--- src/verilog/cal_ctrl_pkg.sv ---
// package: register map, field layout and timing constants for the calendar control block
`default_nettype none
package cal_ctrl_pkg;
  // register byte addresses (printed offsets are not all multiples of four: index times four)
  localparam logic [7:0]  CTRL_INDEX     = 8'hED;
  localparam logic [11:0] CTRL_ADDR      = 12'h3B4;
  localparam logic [11:0] IRQ_STAT_ADDR  = 12'h400;
  localparam logic [11:0] IRQ_MASK_ADDR  = 12'h404;
  localparam logic [11:0] MATCH_ADDR     = 12'h408;
  // control field positions
  localparam int ALARM_BIT  = 7;
  localparam int INTEN_BIT  = 6;
  localparam int BCD_BIT    = 5;
  localparam int SRC_BIT    = 4;
  localparam int RATE_BIT   = 3;
  localparam int WAKE_BIT   = 1;
  localparam int UNLOCK_BIT = 0;
  // configuration bits are unchanged by reset; these are the power-on values
  localparam logic [7:0] CTRL_POWERON = 8'h00;
  // interrupt status layout
  localparam int EV_ALARM = 0;
  localparam int EV_TICK  = 1;
  localparam int EV_WAKE  = 2;
  localparam int EV_N     = 3;
  // prescale divisors
  localparam logic [15:0] DIV_XTAL  = 16'h8000;
  localparam logic [15:0] DIV_60HZ  = 16'h003C;
  localparam logic [15:0] DIV_50HZ  = 16'h0032;
  // bundle of configuration outputs
  typedef struct packed {
    logic bcd_mode;
    logic mains_source;
    logic osc_enable;
    logic unlock;
  } cal_cfg_t;
endpackage
`default_nettype wire

--- src/verilog/cal_ctrl.sv ---
// calendar control/status register block with APB slave and alarm interrupt
`timescale 1ns/10ps
`default_nettype none
module cal_ctrl (
  input  wire logic        i_sys_clk,      // 40 MHz system clock
  input  wire logic        i_reset,        // async reset, high
  input  wire logic        i_por,          // power-on reset, high, clears config
  input  wire logic        psel,           // apb select
  input  wire logic        penable,        // apb enable
  input  wire logic        pwrite,         // apb direction
  input  wire logic [11:0] paddr,          // apb byte address
  input  wire logic [31:0] pwdata,         // apb write data
  output logic      [31:0] prdata,         // apb read data
  output logic             pready,         // apb ready
  output logic             pslverr,        // apb error
  input  wire logic        i_xtal_tick,    // crystal oscillator output pin
  input  wire logic        i_mains_tick,   // mains frequency input pin
  input  wire logic        i_alarm_match,  // alarm compare result from count logic
  input  wire logic        i_count_inc,    // count increment strobe from count logic
  input  wire logic        i_sleeping,     // processor is in sleep mode
  output cal_ctrl_pkg::cal_cfg_t o_cfg,    // configuration to count logic
  output logic             o_second,       // one-second tick to count logic
  output logic             o_wake_req,     // sleep recovery request
  output logic             o_alarm_irq,    // alarm interrupt to processor
  output logic             o_irq           // combined masked interrupt
);
  // ==========================================================
  // bus decode
  logic       wr_acc;
  logic       rd_acc;
  logic       ctrl_wr;
  logic       ctrl_rd;
  logic       mapped;
  logic [7:0] wb;

  function automatic logic hit(input logic [11:0] a, input logic [11:0] r);
    return a == r;
  endfunction

  assign pready  = 1'b1;
  assign wr_acc  = psel & penable & pwrite;
  assign rd_acc  = psel & penable & ~pwrite;
  assign ctrl_wr = wr_acc & hit(paddr, cal_ctrl_pkg::CTRL_ADDR);
  assign ctrl_rd = rd_acc & hit(paddr, cal_ctrl_pkg::CTRL_ADDR);
  assign mapped  = hit(paddr, cal_ctrl_pkg::CTRL_ADDR) | hit(paddr, cal_ctrl_pkg::IRQ_STAT_ADDR)
                 | hit(paddr, cal_ctrl_pkg::IRQ_MASK_ADDR) | hit(paddr, cal_ctrl_pkg::MATCH_ADDR);
  assign pslverr = psel & penable & ~mapped;
  assign wb      = pwdata[7:0];

  // ==========================================================
  // control register fields
  logic int_en;
  logic bcd_mode;
  logic mains_src;
  logic rate_sel;
  logic unlock;
  logic alarm;
  logic wake;

  // interrupt enable and unlock are cleared by system reset
  always_ff @(posedge i_sys_clk or posedge i_reset) begin
    if (i_reset) begin
      int_en <= 1'b0;
      unlock <= 1'b0;
    end else if (ctrl_wr) begin
      int_en <= wb[cal_ctrl_pkg::INTEN_BIT];
      unlock <= wb[cal_ctrl_pkg::UNLOCK_BIT];
    end
  end

  // configuration survives system reset; only power-on clears it
  always_ff @(posedge i_sys_clk or posedge i_por) begin
    if (i_por) begin
      bcd_mode  <= cal_ctrl_pkg::CTRL_POWERON[cal_ctrl_pkg::BCD_BIT];
      mains_src <= cal_ctrl_pkg::CTRL_POWERON[cal_ctrl_pkg::SRC_BIT];
      rate_sel  <= cal_ctrl_pkg::CTRL_POWERON[cal_ctrl_pkg::RATE_BIT];
    end else if (ctrl_wr) begin
      bcd_mode  <= wb[cal_ctrl_pkg::BCD_BIT];
      mains_src <= wb[cal_ctrl_pkg::SRC_BIT];
      rate_sel  <= wb[cal_ctrl_pkg::RATE_BIT];
    end
  end

  // lock event: unlock bit goes from one to zero by a write
  logic lock_evt;
  assign lock_evt = ctrl_wr & unlock & ~wb[cal_ctrl_pkg::UNLOCK_BIT];

  // alarm flag: sampled on lock or increment; a read clears, an update wins
  always_ff @(posedge i_sys_clk or posedge i_reset) begin
    if (i_reset) begin
      alarm <= 1'b0;
    end else if (lock_evt | i_count_inc) begin
      alarm <= i_alarm_match;
    end else if (ctrl_rd) begin
      alarm <= 1'b0;
    end
  end

  // wake cause: set on alarm while asleep, kept across system reset
  always_ff @(posedge i_sys_clk or posedge i_por) begin
    if (i_por) begin
      wake <= 1'b0;
    end else if (o_wake_req) begin
      wake <= 1'b1;
    end else if (ctrl_rd) begin
      wake <= 1'b0;
    end
  end

  assign o_alarm_irq = alarm & int_en;
  assign o_wake_req  = alarm & i_sleeping;

  // configuration bundle to counters and comparators
  assign o_cfg.bcd_mode     = bcd_mode;
  assign o_cfg.mains_source = mains_src;
  assign o_cfg.osc_enable   = ~mains_src;
  assign o_cfg.unlock       = unlock;

  // ==========================================================
  // tick source and prescaler
  logic        xtal_rise;
  logic        mains_rise;
  logic        step;
  logic [15:0] divisor;

  cal_sync u_xtal_sync (
    .i_sys_clk (i_sys_clk),
    .i_reset   (i_reset),
    .i_async   (i_xtal_tick),
    .o_level   (),
    .o_rise    (xtal_rise)
  );

  cal_sync u_mains_sync (
    .i_sys_clk (i_sys_clk),
    .i_reset   (i_reset),
    .i_async   (i_mains_tick),
    .o_level   (),
    .o_rise    (mains_rise)
  );

  // pick source edge and divisor
  assign step    = mains_src ? mains_rise : xtal_rise;
  assign divisor = ~mains_src ? cal_ctrl_pkg::DIV_XTAL :
                   (rate_sel ? cal_ctrl_pkg::DIV_50HZ : cal_ctrl_pkg::DIV_60HZ);

  cal_prescaler u_prescaler (
    .i_sys_clk (i_sys_clk),
    .i_reset   (i_reset),
    .i_clear   (ctrl_wr),
    .i_step    (step),
    .i_divisor (divisor),
    .o_second  (o_second)
  );

  // ==========================================================
  // interrupt status and mask
  logic [cal_ctrl_pkg::EV_N-1:0] irq_stat;
  logic [cal_ctrl_pkg::EV_N-1:0] irq_mask;
  logic [cal_ctrl_pkg::EV_N-1:0] events;
  logic                          alarm_q;

  always_ff @(posedge i_sys_clk or posedge i_reset) begin
    if (i_reset) begin
      alarm_q <= 1'b0;
    end else begin
      alarm_q <= alarm;
    end
  end

  assign events[cal_ctrl_pkg::EV_ALARM] = alarm & ~alarm_q;
  assign events[cal_ctrl_pkg::EV_TICK]  = o_second;
  assign events[cal_ctrl_pkg::EV_WAKE]  = o_wake_req;

  // sticky status; set wins over write-one-to-clear
  always_ff @(posedge i_sys_clk or posedge i_reset) begin
    if (i_reset) begin
      irq_stat <= '0;
    end else begin
      for (int i = 0; i < cal_ctrl_pkg::EV_N; i++) begin
        if (events[i]) begin
          irq_stat[i] <= 1'b1;
        end else if (wr_acc && hit(paddr, cal_ctrl_pkg::IRQ_STAT_ADDR) && pwdata[i]) begin
          irq_stat[i] <= 1'b0;
        end
      end
    end
  end

  // mask register
  always_ff @(posedge i_sys_clk or posedge i_reset) begin
    if (i_reset) begin
      irq_mask <= '0;
    end else if (wr_acc && hit(paddr, cal_ctrl_pkg::IRQ_MASK_ADDR)) begin
      irq_mask <= pwdata[cal_ctrl_pkg::EV_N-1:0];
    end
  end

  assign o_irq = |(irq_stat & irq_mask);

  // ==========================================================
  // read data
  logic [7:0] ctrl_view;
  always_comb begin
    ctrl_view = 8'h00;
    ctrl_view[cal_ctrl_pkg::ALARM_BIT]  = alarm;
    ctrl_view[cal_ctrl_pkg::INTEN_BIT]  = int_en;
    ctrl_view[cal_ctrl_pkg::BCD_BIT]    = bcd_mode;
    ctrl_view[cal_ctrl_pkg::SRC_BIT]    = mains_src;
    ctrl_view[cal_ctrl_pkg::RATE_BIT]   = rate_sel;
    ctrl_view[cal_ctrl_pkg::WAKE_BIT]   = wake;
    ctrl_view[cal_ctrl_pkg::UNLOCK_BIT] = unlock;
  end

  // registered read data, loaded in the setup phase
  always_ff @(posedge i_sys_clk or posedge i_reset) begin
    if (i_reset) begin
      prdata <= 32'h00000000;
    end else if (psel & ~penable & ~pwrite) begin
      if (hit(paddr, cal_ctrl_pkg::CTRL_ADDR)) begin
        prdata <= {24'h000000, ctrl_view};
      end else if (hit(paddr, cal_ctrl_pkg::IRQ_STAT_ADDR)) begin
        prdata <= {29'h00000000, irq_stat};
      end else if (hit(paddr, cal_ctrl_pkg::IRQ_MASK_ADDR)) begin
        prdata <= {29'h00000000, irq_mask};
      end else if (hit(paddr, cal_ctrl_pkg::MATCH_ADDR)) begin
        prdata <= {31'h00000000, i_alarm_match};
      end else begin
        prdata <= 32'h00000000;
      end
    end
  end

  // ==========================================================
  // checks
  property p_read_clears;
    @(posedge i_sys_clk) disable iff (i_reset)
    ctrl_rd && !(lock_evt || i_count_inc) |=> !alarm && !o_alarm_irq;
  endproperty
  a_read_clears: assert property (p_read_clears)
    else $error("alarm not cleared by read");

  property p_alarm_hold;
    @(posedge i_sys_clk) disable iff (i_reset)
    !(lock_evt || i_count_inc || ctrl_rd) |=> alarm == $past(alarm);
  endproperty
  a_alarm_hold: assert property (p_alarm_hold)
    else $error("alarm changed without cause");

  property p_alarm_load;
    @(posedge i_sys_clk) disable iff (i_reset)
    (lock_evt || i_count_inc) |=> alarm == $past(i_alarm_match);
  endproperty
  a_alarm_load: assert property (p_alarm_load)
    else $error("alarm not reloaded");

  property p_irq_gate;
    @(posedge i_sys_clk) disable iff (i_reset)
    o_alarm_irq == (alarm && int_en);
  endproperty
  a_irq_gate: assert property (p_irq_gate)
    else $error("alarm irq gating wrong");

  property p_wake_set;
    @(posedge i_sys_clk) disable iff (i_reset)
    alarm && i_sleeping |=> wake;
  endproperty
  a_wake_set: assert property (p_wake_set)
    else $error("wake cause not set");

  // wake cause survives system reset, so only power-on disables this one
  property p_wake_clear;
    @(posedge i_sys_clk) disable iff (i_por)
    ctrl_rd && !o_wake_req |=> !wake;
  endproperty
  a_wake_clear: assert property (p_wake_clear)
    else $error("wake cause not cleared by read");

  property p_osc;
    @(posedge i_sys_clk) disable iff (i_reset)
    ctrl_wr |=> o_cfg.osc_enable == !$past(wb[cal_ctrl_pkg::SRC_BIT]);
  endproperty
  a_osc: assert property (p_osc)
    else $error("oscillator enable wrong");

  property p_src_follows;
    @(posedge i_sys_clk) disable iff (i_reset)
    ctrl_wr |=> o_cfg.mains_source == $past(wb[cal_ctrl_pkg::SRC_BIT]);
  endproperty
  a_src_follows: assert property (p_src_follows)
    else $error("tick source select not written");

  property p_div;
    @(posedge i_sys_clk) disable iff (i_reset)
    mains_src |-> divisor == (rate_sel ? cal_ctrl_pkg::DIV_50HZ : cal_ctrl_pkg::DIV_60HZ);
  endproperty
  a_div: assert property (p_div)
    else $error("mains divisor wrong");

  property p_write_restarts;
    @(posedge i_sys_clk) disable iff (i_reset)
    ctrl_wr |=> !o_second ##1 !o_second;
  endproperty
  a_write_restarts: assert property (p_write_restarts)
    else $error("prescaler not restarted");

  property p_bcd_follows;
    @(posedge i_sys_clk) disable iff (i_reset)
    ctrl_wr |=> o_cfg.bcd_mode == $past(wb[cal_ctrl_pkg::BCD_BIT]);
  endproperty
  a_bcd_follows: assert property (p_bcd_follows)
    else $error("bcd select not written");

  // leaving system reset: enable and unlock come back cleared
  property p_reset_clears;
    @(posedge i_sys_clk) disable iff (i_por)
    $fell(i_reset) |-> !int_en && !unlock;
  endproperty
  a_reset_clears: assert property (p_reset_clears)
    else $error("enable or unlock not cleared by reset");

  // system reset alone must not disturb the configuration bits
  property p_cfg_keep;
    @(posedge i_sys_clk) disable iff (i_por)
    i_reset && !ctrl_wr |=> bcd_mode == $past(bcd_mode) && mains_src == $past(mains_src)
                            && rate_sel == $past(rate_sel);
  endproperty
  a_cfg_keep: assert property (p_cfg_keep)
    else $error("configuration changed by system reset");

  c_read_clear: cover property (@(posedge i_sys_clk) alarm ##1 ctrl_rd ##1 !alarm);
  c_lock: cover property (@(posedge i_sys_clk) lock_evt);
  c_wake: cover property (@(posedge i_sys_clk) o_wake_req);
  c_second: cover property (@(posedge i_sys_clk) o_second && mains_src);
  c_reset_keep: cover property (@(posedge i_sys_clk) $fell(i_reset) && bcd_mode);
endmodule
`default_nettype wire

--- src/verilog/cal_prescaler.sv ---
// tick prescaler: divides the selected tick source down to one pulse per second
`timescale 1ns/10ps
`default_nettype none
module cal_prescaler (
  input  wire logic        i_sys_clk,  // system clock
  input  wire logic        i_reset,    // async reset, high
  input  wire logic        i_clear,    // restart the count
  input  wire logic        i_step,     // one source edge
  input  wire logic [15:0] i_divisor,  // edges per second
  output logic             o_second    // one-cycle second tick
);
  logic [15:0] count;
  // count source edges; wrap and pulse at the divisor
  always_ff @(posedge i_sys_clk or posedge i_reset) begin
    if (i_reset) begin
      count    <= 16'h0000;
      o_second <= 1'b0;
    end else begin
      o_second <= 1'b0;
      if (i_clear) begin
        count <= 16'h0000;
      end else if (i_step) begin
        if (count >= i_divisor - 16'h0001) begin
          count    <= 16'h0000;
          o_second <= 1'b1;
        end else begin
          count <= count + 16'h0001;
        end
      end
    end
  end
endmodule
`default_nettype wire

--- src/verilog/cal_sync.sv ---
// two-flop synchroniser with rising-edge pulse taken after the second stage
`timescale 1ns/10ps
`default_nettype none
module cal_sync (
  input  wire logic i_sys_clk,   // system clock
  input  wire logic i_reset,     // async reset, high
  input  wire logic i_async,     // level from outside the domain
  output logic      o_level,     // synchronised level
  output logic      o_rise       // one-cycle pulse on rising edge
);
  logic meta;
  logic last;
  // first stage feeds only the second
  always_ff @(posedge i_sys_clk or posedge i_reset) begin
    if (i_reset) begin
      meta    <= 1'b0;
      o_level <= 1'b0;
      last    <= 1'b0;
    end else begin
      meta    <= i_async;
      o_level <= meta;
      last    <= o_level;
    end
  end
  assign o_rise = o_level & ~last;
endmodule
`default_nettype wire
--- config.mk ---
export PLATFORM = sky130hd
export DESIGN_NAME = cal_ctrl
export DESIGN_NICKNAME = d
export VERILOG_FILES = /design/src/verilog/cal_ctrl_pkg.sv /design/src/verilog/cal_ctrl.sv /design/src/verilog/cal_prescaler.sv /design/src/verilog/cal_sync.sv
export SDC_FILE = /design/constraint.sdc
export NUM_CORES = 1
export LEC_CHECK = 0
export ABC_AREA = 0
export BUFFER_PORTS_ARGS = -buffer_cell sky130_fd_sc_hd__buf_4
export CAP_MARGIN = 20
export CORE_MARGIN = 2
export CORE_UTILIZATION = 49
export CTS_CLUSTER_DIAMETER = 60
export DETAILED_ROUTE_END_ITERATION = 8
export GPL_ROUTABILITY_DRIVEN = 0
export PLACE_DENSITY = 0.8
export REMOVE_ABC_BUFFERS = 1
export SETUP_SLACK_MARGIN = 0.5
export SLEW_MARGIN = 30
export SYNTH_ARGS = -nofsm -noshare
export SYNTH_HDL_FRONTEND = slang
export SYNTH_SLANG_ARGS = --single-unit
--- constraint.sdc ---
create_clock -name i_sys_clk -period 3 [get_ports i_sys_clk]
set_input_delay 0.15 -clock i_sys_clk [delete_from_list [all_inputs] [get_ports i_sys_clk]]
set_output_delay 0.15 -clock i_sys_clk [all_outputs]
set_load 0.05 [all_outputs]
# After elaboration in Yosys (flattened, before gate mapping)
# Index checks and enable logic that the tools add are counted.
[totals]
ff_bits = 69
input_bits = 55
out_inout_bits = 42
[classes]
add_sub_neg = 2
n_lt_le_gt_ge = 1
eq_ne = 4
muxes = 22
n_bitwise = 28
reduce_logical = 12
[op_table]
columns = ["operator", "n"]
rows = [
  ["2-to-1 mux 16 bit", 4],
  ["== test 12 x 11 -> 1 bit (second input constant)", 3],
  ["adder 16 x 1 -> 16 bit (second input constant)", 1],
  [">= comparator 16 bit", 1],
  ["subtractor 16 x 1 -> 16 bit (second input constant)", 1],
  ["AND 1 bit", 15],
  ["2-to-1 mux 1 bit", 14],
  ["== test 12 x 10 -> 1 bit (second input constant)", 1],
  ["nonzero test 2 bit", 6],
  ["2-to-1 mux 8 bit", 1],
  ["NOT 1 bit", 8],
  ["2-to-1 mux 3 bit", 2],
  ["logical AND 1 bit", 5],
  ["2-to-1 mux 4 bit", 1],
  ["bitwise OR 1 bit", 4],
  ["AND 3 bit", 1],
  ["OR reduction 3 bit", 1],
]

# Logic depth before layout (Yosys ltp)
[depth]
depth_word = 7
ltp_mapped = 8
ltp_nobuf = 8

# By module
# A second synthesis with hierarchy kept.
[hier_totals]
hier_cells = 338
hier_area_um2 = 3108.0
[by_module_without_submodules]
columns = ["module", "instances", "cells_each", "area_each_um2", "seq_area_each_um2"]
rows = [
  ["cal_prescaler", 1, 196, 1607.8, 425.4],
  ["cal_ctrl", 1, 132, 1315.0, 550.5],
  ["cal_sync", 2, 5, 92.6, 75.1],
]

# Worst setup path after synthesis
# Ideal clock, no wire load.
[synth_path]
kind = "flip-flop to flip-flop"
start = "register mains_src"
end = "register u_prescaler.count[10]"
setup_time_ns = 0.141
arrival_time_ns = 2.067
required_time_ns = 2.859
slack_ns = 0.792
path_stages_with_launch = 9
path_buffers = 1
synth_period_minus_slack_ns = 2.208
path_cell_list = "dfrtp_1 -> clkbuf_1 -> ha_1 -> nand4_1 -> nor3_1 -> nand4_1 -> and3_1 -> o21ai_1 -> nor2_1"
[synth_via]
elab_chain_len = 6
elab_cells_between_ends = 8
cone_classes = "add/sub: 1; order compare: 1; mux: 5; reduce/logical: 1"
[synth_lines]
columns = ["item", "line", "source"]
rows = [
  ["start: declaration", "cal_ctrl.sv:54", "logic mains_src;"],
  ["start signal: assignment", "cal_ctrl.sv:75", "mains_src <= cal_ctrl_pkg::CTRL_POWERON[cal_ctrl_pkg::SRC_BIT];"],
  ["start signal: assignment", "cal_ctrl.sv:79", "mains_src <= wb[cal_ctrl_pkg::SRC_BIT];"],
  ["2-to-1 mux 16 bit", "cal_ctrl.sv:144", "assign divisor = ~mains_src ? cal_ctrl_pkg::DIV_XTAL :"],
  ["subtractor 16 x 1 -> 16 bit", "cal_prescaler.sv:23", "if (count >= i_divisor - 16'h0001) begin"],
  [">= comparator 16 bit", "cal_prescaler.sv:23", ""],
  ["2-to-1 mux 16 bit", "cal_prescaler.sv:23", ""],
  ["2-to-1 mux 16 bit", "cal_prescaler.sv:22", "end else if (i_step) begin"],
  ["2-to-1 mux 16 bit", "cal_prescaler.sv:20", "if (i_clear) begin"],
  ["end signal: assignment", "cal_prescaler.sv:27", "count <= count + 16'h0001;"],
  ["end: declaration", "cal_prescaler.sv:12", "logic [15:0] count;"],
]
# Several ways; a longest one is shown, not always the timed one. The select of a mux whose other input is x is not followed.
# A chain may end at the register's enable or synchronous reset.

# Worst setup path after layout
[layout_path]
start = "register mains_src"
end = "register u_prescaler.count[2]"
# Same word-level chain as after synthesis.

==> impl_summary.log <==
INFO  metric run_status = finished clean
INFO  metric floorplan.rows = 26
INFO  metric postSynthAreaPerCell = 9.52 µm²
INFO  metric finalWorstPathRequiredPeriod = 2.29 ns
INFO  metric ir_drop = 0.387 mV
INFO  metric netlist.top_cell.by_area = sky130_fd_sc_hd__dfrtp_1
INFO  metric synth_cells = 272
INFO  metric cts_tree = built
INFO  metric final_hold_viol_count = 0
INFO  metric path_max_fanout = 17
INFO  metric yosys.cell_types.count = 41
INFO  metric grt_first_pass_wirelength = 8950 µm
INFO  metric grt_setup_unrepaired = no
INFO  metric antenna_found_initial = 0
INFO  metric pin_count_of_the_biggest_net_entering_global_routing = 42
INFO  metric finalClockSkew = 0.00728 ns
INFO  metric max-cap-violations = 0
INFO  metric critPathKind = flip-flop to flip-flop
INFO  metric maxSlewViolCount = 0
INFO  metric global_route.usage.total = 19.0%
INFO  metric dr.pass1.iters = 4
INFO  metric synth.top_cell.area_share = 43.5%
INFO  metric cts_root_buffer = sky130_fd_sc_hd__clkbuf_8
INFO  metric report.final.setup_viol = 0
INFO  metric worst_slack = 0.706 ns
INFO  metric seq_area_frac_synth = 43.5%
INFO  metric yosys-top-cells-area = sky130_fd_sc_hd__dfrtp_1, sky130_fd_sc_hd__buf_4, sky130_fd_sc_hd__ha_1, sky130_fd_sc_hd__nand2_1, sky130_fd_sc_hd__nor2_1
INFO  metric detailedRoute.firstIterationViolations = 121
INFO  metric die_outline_area = 0.00588 mm²
INFO  metric numPortBuffers = 46
INFO  metric crit_path_start_kind = flip-flop
INFO  metric area_growth = 18.0%
INFO  metric setup-tns-final = 0 ns
INFO  metric final_min_period_over_clock_period = 76.5%
INFO  metric clkSlewWorstSetupHoldPaths = 0.09 ns
INFO  metric post_route_cells_drive_above_1_share = 21.4%
INFO  metric detailedPlacementHpwl = 4030 µm
INFO  metric tritoncts_num_sinks = 45
INFO  metric cp.required = 3.19 ns
INFO  metric floorplan.io_pins = 97
INFO  metric antenna_cells_inserted = 0
INFO  metric synth.yosys.warnings = 0
INFO  metric vias = 2059
INFO  metric stdcell_count = 397
INFO  metric worstHoldPathType = input pin to flip-flop
INFO  metric initial_utilization = 50.7%
INFO  metric synth-seq-cells = 45
INFO  metric synth.cell_area = 0.00259 mm²
INFO  metric endpoint_kind = flip-flop
INFO  metric dpl_worst_slack = 0.612 ns
INFO  metric post_drt_via_cell_ratio = 5.19
INFO  metric fillerInstances = 447
INFO  metric die_w = 76.7 µm
INFO  metric clock_path_buffers = 2
INFO  metric critPathArrivalTime = 2.48 ns
INFO  metric wl = 5460 µm
INFO  metric worst_skew_pair.late_latency = 0.31 ns
INFO  metric h-tree-depth = 2
INFO  metric worstMarginPinSlew = 0.523 ns
INFO  metric drc = 0
INFO  metric yosysMostFrequentCell = sky130_fd_sc_hd__dfrtp_1
INFO  metric final_net_count = 397
INFO  metric numCtsBuffers = 5
INFO  metric power.leakage = 1.51 nW
INFO  metric ys_async_sr_fraction = 100%
INFO  metric max_slew_margin = 64.8%
INFO  metric drt.antenna.violating_nets = 0
INFO  metric power.density = 531 mW/mm²
INFO  metric grt_overflow = 0
INFO  metric ys_dominant_reg_cell = sky130_fd_sc_hd__dfrtp_1
INFO  metric achievable-frequency = 436 MHz
INFO  metric synth-edff-count = 0
INFO  metric first_global_vias = 1958
INFO  metric die_height = 76.7 µm
INFO  metric numPlacedInstances = 385
INFO  metric top_cells_by_instance_count_after_synthesis = sky130_fd_sc_hd__dfrtp_1, sky130_fd_sc_hd__nand2_1, sky130_fd_sc_hd__buf_4, sky130_fd_sc_hd__nor2_1, sky130_fd_sc_hd__ha_1
INFO  metric wl_per_cell = 13.8 µm
INFO  metric core_ar = 0.00511 mm²
## flip-flops by register name (all words and copies together) (netlist names)
register              cells
alarm                     1
bcd_mode                  1
u_prescaler.o_second      1
u_mains_sync.last         1
u_prescaler.count        16
wake                      1
u_xtal_sync.meta          1
u_xtal_sync.last          1
u_xtal_sync.o_level       1
u_mains_sync.o_level      1
irq_mask                  3
alarm_q                   1
rate_sel                  1
prdata                    8
u_mains_sync.meta         1
unlock                    1
int_en                    1
mains_src                 1
irq_stat                  3
## metal layers
layer	part of all wire [%]	vias to the layer above	global-route usage, %
li1	-	997	-
met1	43	984	22.6
met2	51	67	33.0
met3	4.3	11	4.35
met4	1.9	0	8.00
met5	0	-	0
## critical path: stages (launching register included)
cell	delay [ns]
sky130_fd_sc_hd__dfrtp_2	0.55
sky130_fd_sc_hd__ha_1	0.37
sky130_fd_sc_hd__nand4_1	0.14
sky130_fd_sc_hd__nor3_1	0.28
sky130_fd_sc_hd__nand4_1	0.15
sky130_fd_sc_hd__nand4_1	0.28
sky130_fd_sc_hd__nor3b_1	0.11
sky130_fd_sc_hd__a211o_1	0.29
## per-stage QoR
stage	hold WS (ns)	utilization (%)	cell area (µm²)	power [mW]
after floorplan	-0.0839	-	2460	1.10
after global placement	0.0699	57.2	2920	1.21
after detailed placement	0.0885	57.2	2920	1.23
after CTS	0.0328	59.8	3050	1.63
after global routing	0.0417	59.8	3050	1.72
final	0.0358	59.8	3050	1.62
## power by group
| group | switching (mW) | internal, mW |
|---|---|---|
| Combinational | 0.265 | 0.188 |
| Sequential | 0.0967 | 0.679 |
| Clock | 0.226 | 0.168 |
## final timing paths
path | depth (start not counted) | slack, ns | to | from
max reg2reg | 7 | 0.71 | u_prescaler.count[2] | mains_src
min in group asynchronous | 3 | 0.32 | bcd_mode | i_por
max in group asynchronous | 4 | 2.11 | irq_stat[0] | i_reset
max | 7 | 0.71 | u_prescaler.count[2] | mains_src
min reg2reg | 0 | 0.36 | u_xtal_sync.o_level | u_xtal_sync.meta
min | 3 | 0.04 | mains_src | pwdata[4]
## cells in the final DEF, fill, tap and decap left out, types with 6 or more instances in the layout
master / netlist / final
sky130_fd_sc_hd__xnor2_1: 6 / 6
sky130_fd_sc_hd__nand3_1: 13 / 13
sky130_fd_sc_hd__nor2_1: 21 / 21
sky130_fd_sc_hd__dfrtp_1: 45 / 44
sky130_fd_sc_hd__nand4_1: 6 / 6
sky130_fd_sc_hd__conb_1: 2 / 28
sky130_fd_sc_hd__inv_1: 11 / 11
sky130_fd_sc_hd__buf_4: 28 / 50
sky130_fd_sc_hd__ha_1: 16 / 16
sky130_fd_sc_hd__nor3_1: 7 / 7
sky130_fd_sc_hd__a21oi_1: 11 / 11
sky130_fd_sc_hd__nand2_1: 34 / 34
sky130_fd_sc_hd__o21ai_0: 14 / 14
## what timing repair did
action	in CTS	in global routing
buffers inserted	0	0
hold buffers	4	0
hold endpoints to repair	44	0
setup endpoints to repair	0	3
gates resized for setup	0	1
## layout make-up
| type | count | area, µm² | share of cell area [%] |
|---|---|---|---|
| clock inverters | 3 | 25.0 | 0.819 |
| clock buffers | 5 | 68.8 | 2.25 |
| inverters | 11 | 41.3 | 1.35 |
| repair buffers | 54 | 415 | 13.6 |
| well taps | 70 | 87.6 | 2.87 |
| multi-input cells | 209 | 1290 | 42.2 |
| flip-flops and latches | 45 | 1130 | 36.9 |
## cells by family (layout without fill, tap and decap cells)
family / after synthesis / after routing / synth area share, %
simple gates: 105 / 105 / 20.7
flops: 45 / 45 / 43.5
buf+inv: 44 / 73 / 10.5
compound gates: 40 / 40 / 9.47
fa+ha+maj: 16 / 16 / 7.73
xor+xnor: 11 / 11 / 3.72
mux: 9 / 9 / 4.06
other cells: 2 / 28 / 0.290
Power figures use the tool's default switching activity.
